`config.mk`:
```
export PLATFORM = sky130hd
export DESIGN_NAME = awb_sampler
export DESIGN_NICKNAME = d
export VERILOG_FILES = /design/src/awb_pkg.sv /design/src/awb_sampler.sv
export SDC_FILE = /design/constraint.sdc
export NUM_CORES = 1
export LEC_CHECK = 0
export BUFFER_PORTS_ARGS = -buffer_cell sky130_fd_sc_hd__clkbuf_2
export CORE_ASPECT_RATIO = 0.6
export CORE_MARGIN = 8
export CORE_UTILIZATION = 40
export DETAILED_ROUTE_END_ITERATION = 8
export PLACE_DENSITY_LB_ADDON = 0.12
export RECOVER_POWER = 50
export SKIP_CTS_REPAIR_TIMING = 1
export SLEW_MARGIN = 20
export SYNTH_ARGS = -nofsm -noshare
export SYNTH_HDL_FRONTEND = slang
export SYNTH_SLANG_ARGS = --single-unit
```
`constraint.sdc`:
```
create_clock -name clk_i -period 2.7 [get_ports clk_i]
set_input_delay 0 -clock clk_i [delete_from_list [all_inputs] [get_ports clk_i]]
set_output_delay 0 -clock clk_i [all_outputs]
set_load 0.02 [all_outputs]
```
`src/awb_pkg.sv`:
```
package awb_pkg;
  // register map, byte addresses on a 32-bit classic wishbone slave
  localparam logic [7:0] CH_BASE = 8'h00;
  localparam logic [7:0] CTRL_ADDR = 8'h40;
  localparam logic [7:0] STAT_ADDR = 8'h44;
  localparam int ADDR_W = 8;

  // control register fields
  localparam int CTRL_CYCLIC = 0;
  localparam int CTRL_CH16 = 1;
  localparam int CTRL_WB_EN = 2;
  localparam int CTRL_WB_ALL = 3;
  localparam int CTRL_LIVE_ZERO = 4;
  localparam int CTRL_RTD_TYPE = 5;
  localparam int CTRL_SUPPLY_SW7 = 6;
  localparam int CTRL_W = 7;
  localparam logic [6:0] CTRL_RESET = 7'h01;

  // status register fields
  localparam int STAT_ACT = 0;
  localparam int STAT_CH_LSB = 1;
  localparam int STAT_PEND_LSB = 16;

  // channel word layout
  localparam int WORD_W = 16;
  localparam int VAL_LSB = 3;
  localparam int VAL_W = 13;
  localparam int ACT_BIT = 2;
  localparam int ERR_BIT = 1;
  localparam int OV_BIT = 0;

  // live-zero range: 2048 units placed at 512..2560
  localparam logic [12:0] LIVE_OFFSET = 13'h0200;
  localparam logic [11:0] LIVE_SPAN = 12'h800;

  // module variants
  localparam logic [1:0] VAR_BASIC = 2'h0;
  localparam logic [1:0] VAR_EXTENDED = 2'h1;
  localparam logic [1:0] VAR_FAST = 2'h2;

  // timing
  localparam int CLK_NS = 50;
  localparam int TEST_NS = 1600000;
  localparam int TEST_CYC = TEST_NS / CLK_NS;

  typedef enum logic [3:0] {
    ST_IDLE = 4'b0001,
    ST_TEST = 4'b0010,
    ST_CONV = 4'b0100,
    ST_STORE = 4'b1000
  } awb_state_t;
endpackage

```
`src/awb_sampler.sv`:
```
`timescale 1ns/1ps
// Summary of operation
// - 4-20 mA and 1-5 V ranges give codes 512 to 2560 for the span.
// - with open-wire test on, apply test current about 1.6 ms before converting.
// - test voltage over limit sets error bit 1 and stores value zero.
// - open-wire test covers 8 or 16 inputs, or 4 or 8 in 8-channel mode.
// - thermometer line breaks give zero; element/excitation error only on extended variant.
// - basic variant element break zeroes all thermometer channels with error clear.
// - overflow flag is kept per channel.
// - extended variant with switch 7 monitors excitation lines, flags breaks.
// - plain V/I channel lacking excitation jumper reports its value with error clear.
// - current/voltage switch setting ignores excitation breaks, error stays clear.
// - cyclic sampling converts every enabled channel in turn.
// - basic conversion time follows the input level, paced by the converter.
// - full scan time scales with channel count and converter time.
// - values sit in a circulating buffer, high byte then low byte, always readable.
// - fast variant does only cyclic sampling, no selective requests.
// - one write to a channel address requests conversion of that channel only.
// - module-wide activity flag is 1 while selective conversions are pending.
// - word layout: bits 15..3 value, 2 activity, 1 error, 0 overflow.
module awb_sampler import awb_pkg::*; #(
  parameter int NCH = 16,
  parameter logic [1:0] VARIANT = VAR_EXTENDED,
  parameter int TEST_CYCLES = TEST_CYC
) (
  // system
  input wire logic clk_i,
  input wire logic rst_i,
  // wishbone slave
  input wire logic cyc_i,
  input wire logic stb_i,
  input wire logic we_i,
  input wire logic [ADDR_W-1:0] adr_i,
  input wire logic [3:0] sel_i,
  input wire logic [31:0] dat_i,
  output logic [31:0] dat_o,
  output logic ack_o,
  // converter front end
  output logic adc_start_o,
  output logic [3:0] adc_chan_o,
  output logic test_current_o,
  input wire logic adc_ready_i,
  input wire logic [11:0] adc_data_i,
  input wire logic adc_over_i,
  input wire logic test_over_limit_i,
  input wire logic [NCH-1:0] elem_break_i,
  input wire logic [NCH-1:0] exc_break_i,
  // module-wide activity
  output logic activity_o
);
  localparam int PIN_W = 16;

  // pin synchronisers; first stage feeds only the second
  logic [PIN_W-1:0] pin_a_q, pin_b_q;
  logic [NCH-1:0] elem_a_q, elem_b_q, exc_a_q, exc_b_q;
  always_ff @(posedge clk_i) begin
    pin_a_q <= {adc_ready_i, adc_over_i, test_over_limit_i, 1'b0, adc_data_i};
    pin_b_q <= pin_a_q;
    elem_a_q <= elem_break_i;
    elem_b_q <= elem_a_q;
    exc_a_q <= exc_break_i;
    exc_b_q <= exc_a_q;
  end
  logic rdy_s, ovr_s, lim_s;
  logic [11:0] data_s;
  assign rdy_s = pin_b_q[15];
  assign ovr_s = pin_b_q[14];
  assign lim_s = pin_b_q[13];
  assign data_s = pin_b_q[11:0];

  // control register
  logic [CTRL_W-1:0] ctrl_q;
  logic wb_hit, wb_wr, ch_hit;
  logic [3:0] ch_idx;
  assign wb_hit = cyc_i && stb_i && !ack_o;
  assign wb_wr = wb_hit && we_i;
  assign ch_hit = (adr_i < CH_BASE + 8'(4 * NCH)) && (adr_i[1:0] == 2'h0);
  assign ch_idx = 4'((adr_i - CH_BASE) >> 2);

  always_ff @(posedge clk_i) begin
    if (rst_i) begin
      ctrl_q <= CTRL_RESET;
    end else if (wb_wr && adr_i == CTRL_ADDR && sel_i[0]) begin
      ctrl_q <= dat_i[CTRL_W-1:0];
    end
  end

  logic cyclic, ch16;
  assign cyclic = ctrl_q[CTRL_CYCLIC] || (VARIANT == VAR_FAST);
  assign ch16 = ctrl_q[CTRL_CH16] && (NCH > 8);

  // sequencer
  awb_state_t state_q;
  logic [3:0] cur_q;
  logic [31:0] cnt_q;
  logic [NCH-1:0] pend_q;
  logic sel_run_q;
  logic conv_wait_q;
  logic rdy_armed_q;
  logic [3:0] nch_act;
  assign nch_act = ch16 ? 4'hF : 4'h7;

  // selective request; data ignored, set wins over clear
  logic [NCH-1:0] pend_set, pend_clr;
  always_comb begin
    pend_set = '0;
    if (wb_wr && ch_hit && VARIANT != VAR_FAST && 32'(ch_idx) < NCH) begin
      pend_set[ch_idx] = 1'b1;
    end
  end

  logic any_pend;
  logic [3:0] first_pend;
  assign any_pend = |pend_q;
  always_comb begin
    first_pend = '0;
    for (int i = NCH - 1; i >= 0; i--) begin
      if (pend_q[i]) begin
        first_pend = 4'(i);
      end
    end
  end

  // open-wire test reach per channel-count mode
  logic wb_on;
  always_comb begin
    if (!ctrl_q[CTRL_WB_EN]) begin
      wb_on = 1'b0;
    end else if (ch16) begin
      wb_on = ctrl_q[CTRL_WB_ALL] ? 1'b1 : (cur_q < 4'h8);
    end else begin
      wb_on = ctrl_q[CTRL_WB_ALL] ? (cur_q < 4'h8) : (cur_q < 4'h4);
    end
  end

  logic test_err_q;
  always_ff @(posedge clk_i) begin
    if (rst_i) begin
      state_q <= ST_IDLE;
      cur_q <= '0;
      cnt_q <= '0;
      sel_run_q <= 1'b0;
      test_err_q <= 1'b0;
    end else begin
      unique case (state_q)
        ST_IDLE: begin
          test_err_q <= 1'b0;
          if (!cyclic && any_pend) begin
            cur_q <= first_pend;
            sel_run_q <= 1'b1;
            cnt_q <= '0;
            state_q <= ST_TEST;
          end else if (cyclic) begin
            sel_run_q <= 1'b0;
            cnt_q <= '0;
            state_q <= ST_TEST;
          end
        end
        ST_TEST: begin
          if (!wb_on) begin
            state_q <= ST_CONV;
          end else if (cnt_q >= 32'(TEST_CYCLES - 1)) begin
            test_err_q <= lim_s;
            state_q <= ST_CONV;
          end else begin
            cnt_q <= cnt_q + 32'h1;
          end
        end
        ST_CONV: begin
          // converter paces the conversion, so level-dependent time comes for free
          // ready only counts once it has been seen low after this start
          if (rdy_s && rdy_armed_q && !adc_start_o) begin
            state_q <= ST_STORE;
          end
        end
        ST_STORE: begin
          if (cyclic && !sel_run_q) begin
            cur_q <= (cur_q >= nch_act) ? 4'h0 : cur_q + 4'h1;
          end
          state_q <= ST_IDLE;
        end
        default: begin
          state_q <= ST_IDLE;
        end
      endcase
    end
  end

  always_comb begin
    pend_clr = '0;
    if (state_q == ST_STORE && sel_run_q) begin
      pend_clr[cur_q] = 1'b1;
    end
  end

  always_ff @(posedge clk_i) begin
    if (rst_i) begin
      pend_q <= '0;
    end else begin
      pend_q <= (pend_q & ~pend_clr) | pend_set;
    end
  end

  // converter handshake; start waits one cycle so it never overlaps the test current
  always_ff @(posedge clk_i) begin
    if (rst_i) begin
      adc_start_o <= 1'b0;
      conv_wait_q <= 1'b0;
      adc_chan_o <= '0;
      test_current_o <= 1'b0;
    end else begin
      adc_start_o <= (state_q == ST_CONV) && !conv_wait_q;
      conv_wait_q <= state_q == ST_CONV;
      adc_chan_o <= cur_q;
      test_current_o <= (state_q == ST_TEST) && wb_on;
    end
  end

  // ready is a level and stays high from the last result;
  // the synchroniser delays its fall, so arm only on a low seen after the start
  always_ff @(posedge clk_i) begin
    if (rst_i) begin
      rdy_armed_q <= 1'b0;
    end else if (state_q != ST_CONV) begin
      rdy_armed_q <= 1'b0;
    end else if (conv_wait_q && !adc_start_o && !rdy_s) begin
      rdy_armed_q <= 1'b1;
    end
  end

  // result classification
  logic rtd, ext, any_elem;
  logic [VAL_W-1:0] val_d;
  logic err_d, ov_d;
  assign rtd = ctrl_q[CTRL_RTD_TYPE];
  assign ext = VARIANT == VAR_EXTENDED;
  assign any_elem = |elem_b_q;
  always_comb begin
    if (ctrl_q[CTRL_LIVE_ZERO]) begin
      ov_d = data_s >= LIVE_SPAN;
      val_d = ov_d ? LIVE_OFFSET + 13'(LIVE_SPAN) : LIVE_OFFSET + 13'(data_s);
    end else begin
      ov_d = ovr_s;
      val_d = 13'(data_s);
    end
    err_d = 1'b0;
    if (test_err_q) begin
      val_d = '0;
      err_d = 1'b1;
    end else if (rtd && elem_b_q[cur_q]) begin
      val_d = '0;
      err_d = ext;
    end else if (rtd && !ext && any_elem) begin
      val_d = '0;
      err_d = 1'b0;
    end else if (rtd && exc_b_q[cur_q]) begin
      val_d = '0;
      err_d = ext && ctrl_q[CTRL_SUPPLY_SW7];
    end
    // overflow flag is cleared whenever the error flag is set
    if (err_d || val_d == '0) begin
      ov_d = ov_d && !err_d;
    end
  end

  // circulating buffer of channel words
  logic [VAL_W-1:0] val_mem_q [NCH];
  logic [NCH-1:0] err_q, ov_q;
  // one flag pair per channel, each written only when its channel is stored
  for (genvar g = 0; g < NCH; g++) begin : g_flags
    always_ff @(posedge clk_i) begin
      if (rst_i) begin
        err_q[g] <= 1'b0;
        ov_q[g] <= 1'b0;
      end else if (state_q == ST_STORE && cur_q == 4'(g)) begin
        err_q[g] <= err_d;
        ov_q[g] <= ov_d;
      end
    end
  end
  always_ff @(posedge clk_i) begin
    if (state_q == ST_STORE) begin
      val_mem_q[cur_q] <= val_d;
    end
  end

  // activity: module wide, not per channel
  logic act_d;
  assign act_d = any_pend || (sel_run_q && state_q != ST_IDLE);
  always_ff @(posedge clk_i) begin
    if (rst_i) begin
      activity_o <= 1'b0;
    end else begin
      activity_o <= act_d;
    end
  end

  // wishbone answer: ack one cycle after request, reads registered
  logic [31:0] rd_d;
  always_comb begin
    rd_d = '0;
    if (ch_hit && 32'(ch_idx) < NCH) begin
      rd_d[WORD_W-1:VAL_LSB] = val_mem_q[ch_idx];
      rd_d[ACT_BIT] = activity_o;
      rd_d[ERR_BIT] = err_q[ch_idx];
      rd_d[OV_BIT] = ov_q[ch_idx];
    end else if (adr_i == CTRL_ADDR) begin
      rd_d[CTRL_W-1:0] = ctrl_q;
    end else if (adr_i == STAT_ADDR) begin
      rd_d[STAT_ACT] = activity_o;
      rd_d[STAT_CH_LSB +: 4] = cur_q;
      rd_d[STAT_PEND_LSB +: NCH] = pend_q;
    end
  end

  always_ff @(posedge clk_i) begin
    if (rst_i) begin
      ack_o <= 1'b0;
      dat_o <= '0;
    end else begin
      ack_o <= wb_hit;
      dat_o <= wb_hit && !we_i ? rd_d : 32'h0000_0000;
    end
  end
endmodule // awb_sampler

```
==> impl_metrics.toml <==
[status]
status = "complete, no violations"

[timing]
fin_skew_ps = 22.25
slew_violations = 0
fin_ws_ps = 180.6
tightestPinTransition_ps = 857.4
hold_viol = 0
setup_viol = 0
finalSetupTns_ps = 0
grt_setup_unrepaired = "no"
max_freq_ghz = 0.3969
whs_ps = 21.77
period_share_pct = 93.31
min_period_ps = 2519
slew_headroom_pct = 42.84

[synthesis]
synth_compound_area_share_pct = 5.754
synth_edf_count = 208
syn-cell-area_um2 = 15790
synth.area.mux_share_pct = 12.79
yosys-top-cells-area = "edfxtp_1 (40%), dfxtp_1 (30%), mux4_2 (11%)"
synth_top_area_share_pct = 39.57
ys.warnings.count = 0
synth_area_per_cell_um2 = 14.77
ys_async_sr_fraction_pct = 0
ys_seq_area_share_pct = 69.11
postSynthCellCount = 1069
synth_flop_cell = "dfxtp_1"
synth-seq-cells = 441
synth_xor_area_share_pct = 0.1110
yosys.area_share.simple_pct = 9.701
yosysUniqueCellTypes = 56
synth_top_family_by_area = "multiplexers"
synth_fa_ha_area_share_pct = 0.5548
synth_top_area_cell = "edfxtp_1"

[routing]
drtAntennaViolNets = 0
avgViaCountPerCell = 5.080
drt_iter0_markers = 800
drcViolationCount = 0
num_vias = 9453
drt_wl_total_um = 38360
first_pass_iters = 6
wl_per_cell_um = 20.61

[die]
ios = 136
dieArea_um2 = 46290
dieWidth_um = 272.5
placementRows = 56
core_area_um2 = 38960
die_height_um = 169.9
start_util_pct = 40.52

[worst_hold_path]
hold-path-cell-count = 4
min_from = "adr_i[6]"
hold_class = "in2reg"
hold_path_end = "dat_o[15]"

[placement]
dp_cells = 1723
dp_hpwl_um = 24960
io_buffers = 107
place_ws_ps = 154.2
gp_congestion = 0.8062

[clocking]
clk_path_buf_depth = 3
cts_tree = "built"
htree_levels = 2
cts_buffers = 42
clkLatencyLatePin_ps = 560
cts_root_buf = "clkbuf_16"
clk_pin_slew_ps = 70
cts.sink_count = 441

[cells_and_area]
final_layout_size_suffix_gt1_share_pct = 20.76
final_cell_mix = "dfxtp_1 (233), edfxtp_1 (208), mux4_2 (75)"
post-route-util_pct = 49.31
area_delta_synth_final_pct = 21.69
final_common_cell = "dfxtp_1"
n_antenna_cell = 0
regArea_um2 = 10910
nFillCells = 3378
final_nets = 1408
fin_cells = 1861
multiInputGateArea_um2 = 4647

[setup_path]
endpoint_kind = "flip-flop"
reg2reg_to = "cnt_q[6]"
rr_worst_depth = 7
regToRegSetupSlack_ps = 180
r2r-start = "cnt_q[0]"
critPathMaxFanout = 19
cp.arrival_ps = 3000
cp.required_ps = 3180
startpoint_type = "flip-flop"
critical_path_class = "reg2reg"

[power]
power.density_nw_per_um2 = 717.0
ir_worst_vdd_v = 0.0004864
p_leak_nw = 6.727

[grt]
grt-ovfl-total = 0
grt_antenna_before_repair = 0
track_usage_pct = 16.09
grt_pass1_vias = 9202
grt_pass1_wl_um = 57010
grt_max_degree = 78

[flow_run]
cap_violations = 0
[kinds of logic (layout without fill, tap and decap cells)]
logic type | Yosys count | in the layout
AO/OA/AOI/OAI | 143 | 143
XOR/XNOR | 2 | 2
adder cells (fa/ha/maj) | 7 | 7
buffers and inverters | 76 | 331
flip-flops | 441 | 441
multiplexers | 108 | 108
other | 1 | 16
AND/OR/NAND/NOR | 291 | 291
[how the worst max path moves through the flow]
stage | end | cells past startpoint | from | slack (ps)
after global placement | val_mem_q[9][1] | 8 | cur_q[1] | 230
after CTS | val_mem_q[0][7] | 8 | cur_q[1] | 130
after floorplan | val_mem_q[0][9] | 7 | cur_q[1] | 140
after detailed placement | val_mem_q[0][7] | 8 | cur_q[1] | 150
after global routing | cnt_q[5] | 7 | cnt_q[0] | 10
final | cnt_q[6] | 7 | cnt_q[0] | 180
[worst max-delay path, cell delays in order (launching register included)]
cell,delay (ps)
dfxtp_1,330
ha_1,210
and2_4,180
a311o_1,400
a2111oi_4,380
o21ai_2,270
or4_1,520
a21oi_1,150
[registers in the layout, summed over array words and instances (netlist names), 16 cells and up]
| name | flops |
|---|---|
| exc_b_q | 16 |
| val_mem_q | 208 |
| err_q | 16 |
| elem_a_q | 16 |
| ov_q | 16 |
| exc_a_q | 16 |
| cnt_q | 32 |
| dat_o | 32 |
| elem_b_q | 16 |
| pend_q | 16 |
[power by group]
group,leakage [nW],internal (mW),switching (mW)
Combinational,2.27,0.327,0.468
Clock,0.671,3.31,2.53
Sequential,3.78,7.09,0.0526
Total,6.73,10.7,3.05
[layer usage]
layer | global-route usage (%) | vias to the layer above | wire length [µm] | share of wire (%)
met2 | 24.01 | 252 | 16920 | 44
met4 | 3.694 | 0 | 648 | 1.7
met3 | 3.308 | 50 | 2177 | 5.7
met1 | 23.97 | 4660 | 18620 | 49
met5 | 0 | - | 0 | 0
li1 | - | 4491 | - | -
[final cells by class]
cell class                 count  area share (%)
tap                          522           3.400
multi-input combinational    567           24.19
clock buffer                  56           6.168
clock inverter                22           1.010
timing repair buffer         228           7.946
sequential                   441           56.80
inverter                      25          0.4885
[synth_stat cells (all sizes together) (15+ instances only)]
cell type / n
a211oi: 19
a21oi: 46
and2: 34
and3: 28
buf: 15
clkbuf: 36
dfxtp: 233
edfxtp: 208
inv: 25
mux2i: 33
mux4: 75
nand2: 49
nand2b: 15
nand3: 19
nor2: 70
o21ai: 36
[stage by stage]
stage                     area [µm²]  power [mW]
after floorplan                15840       7.765
after detailed placement       17350       8.026
after global routing           19210       14.29
final                          19210       13.77
after global placement         17350       8.021
after CTS                      18720       13.87
Note: power is estimated with default switching activity, not from simulation.
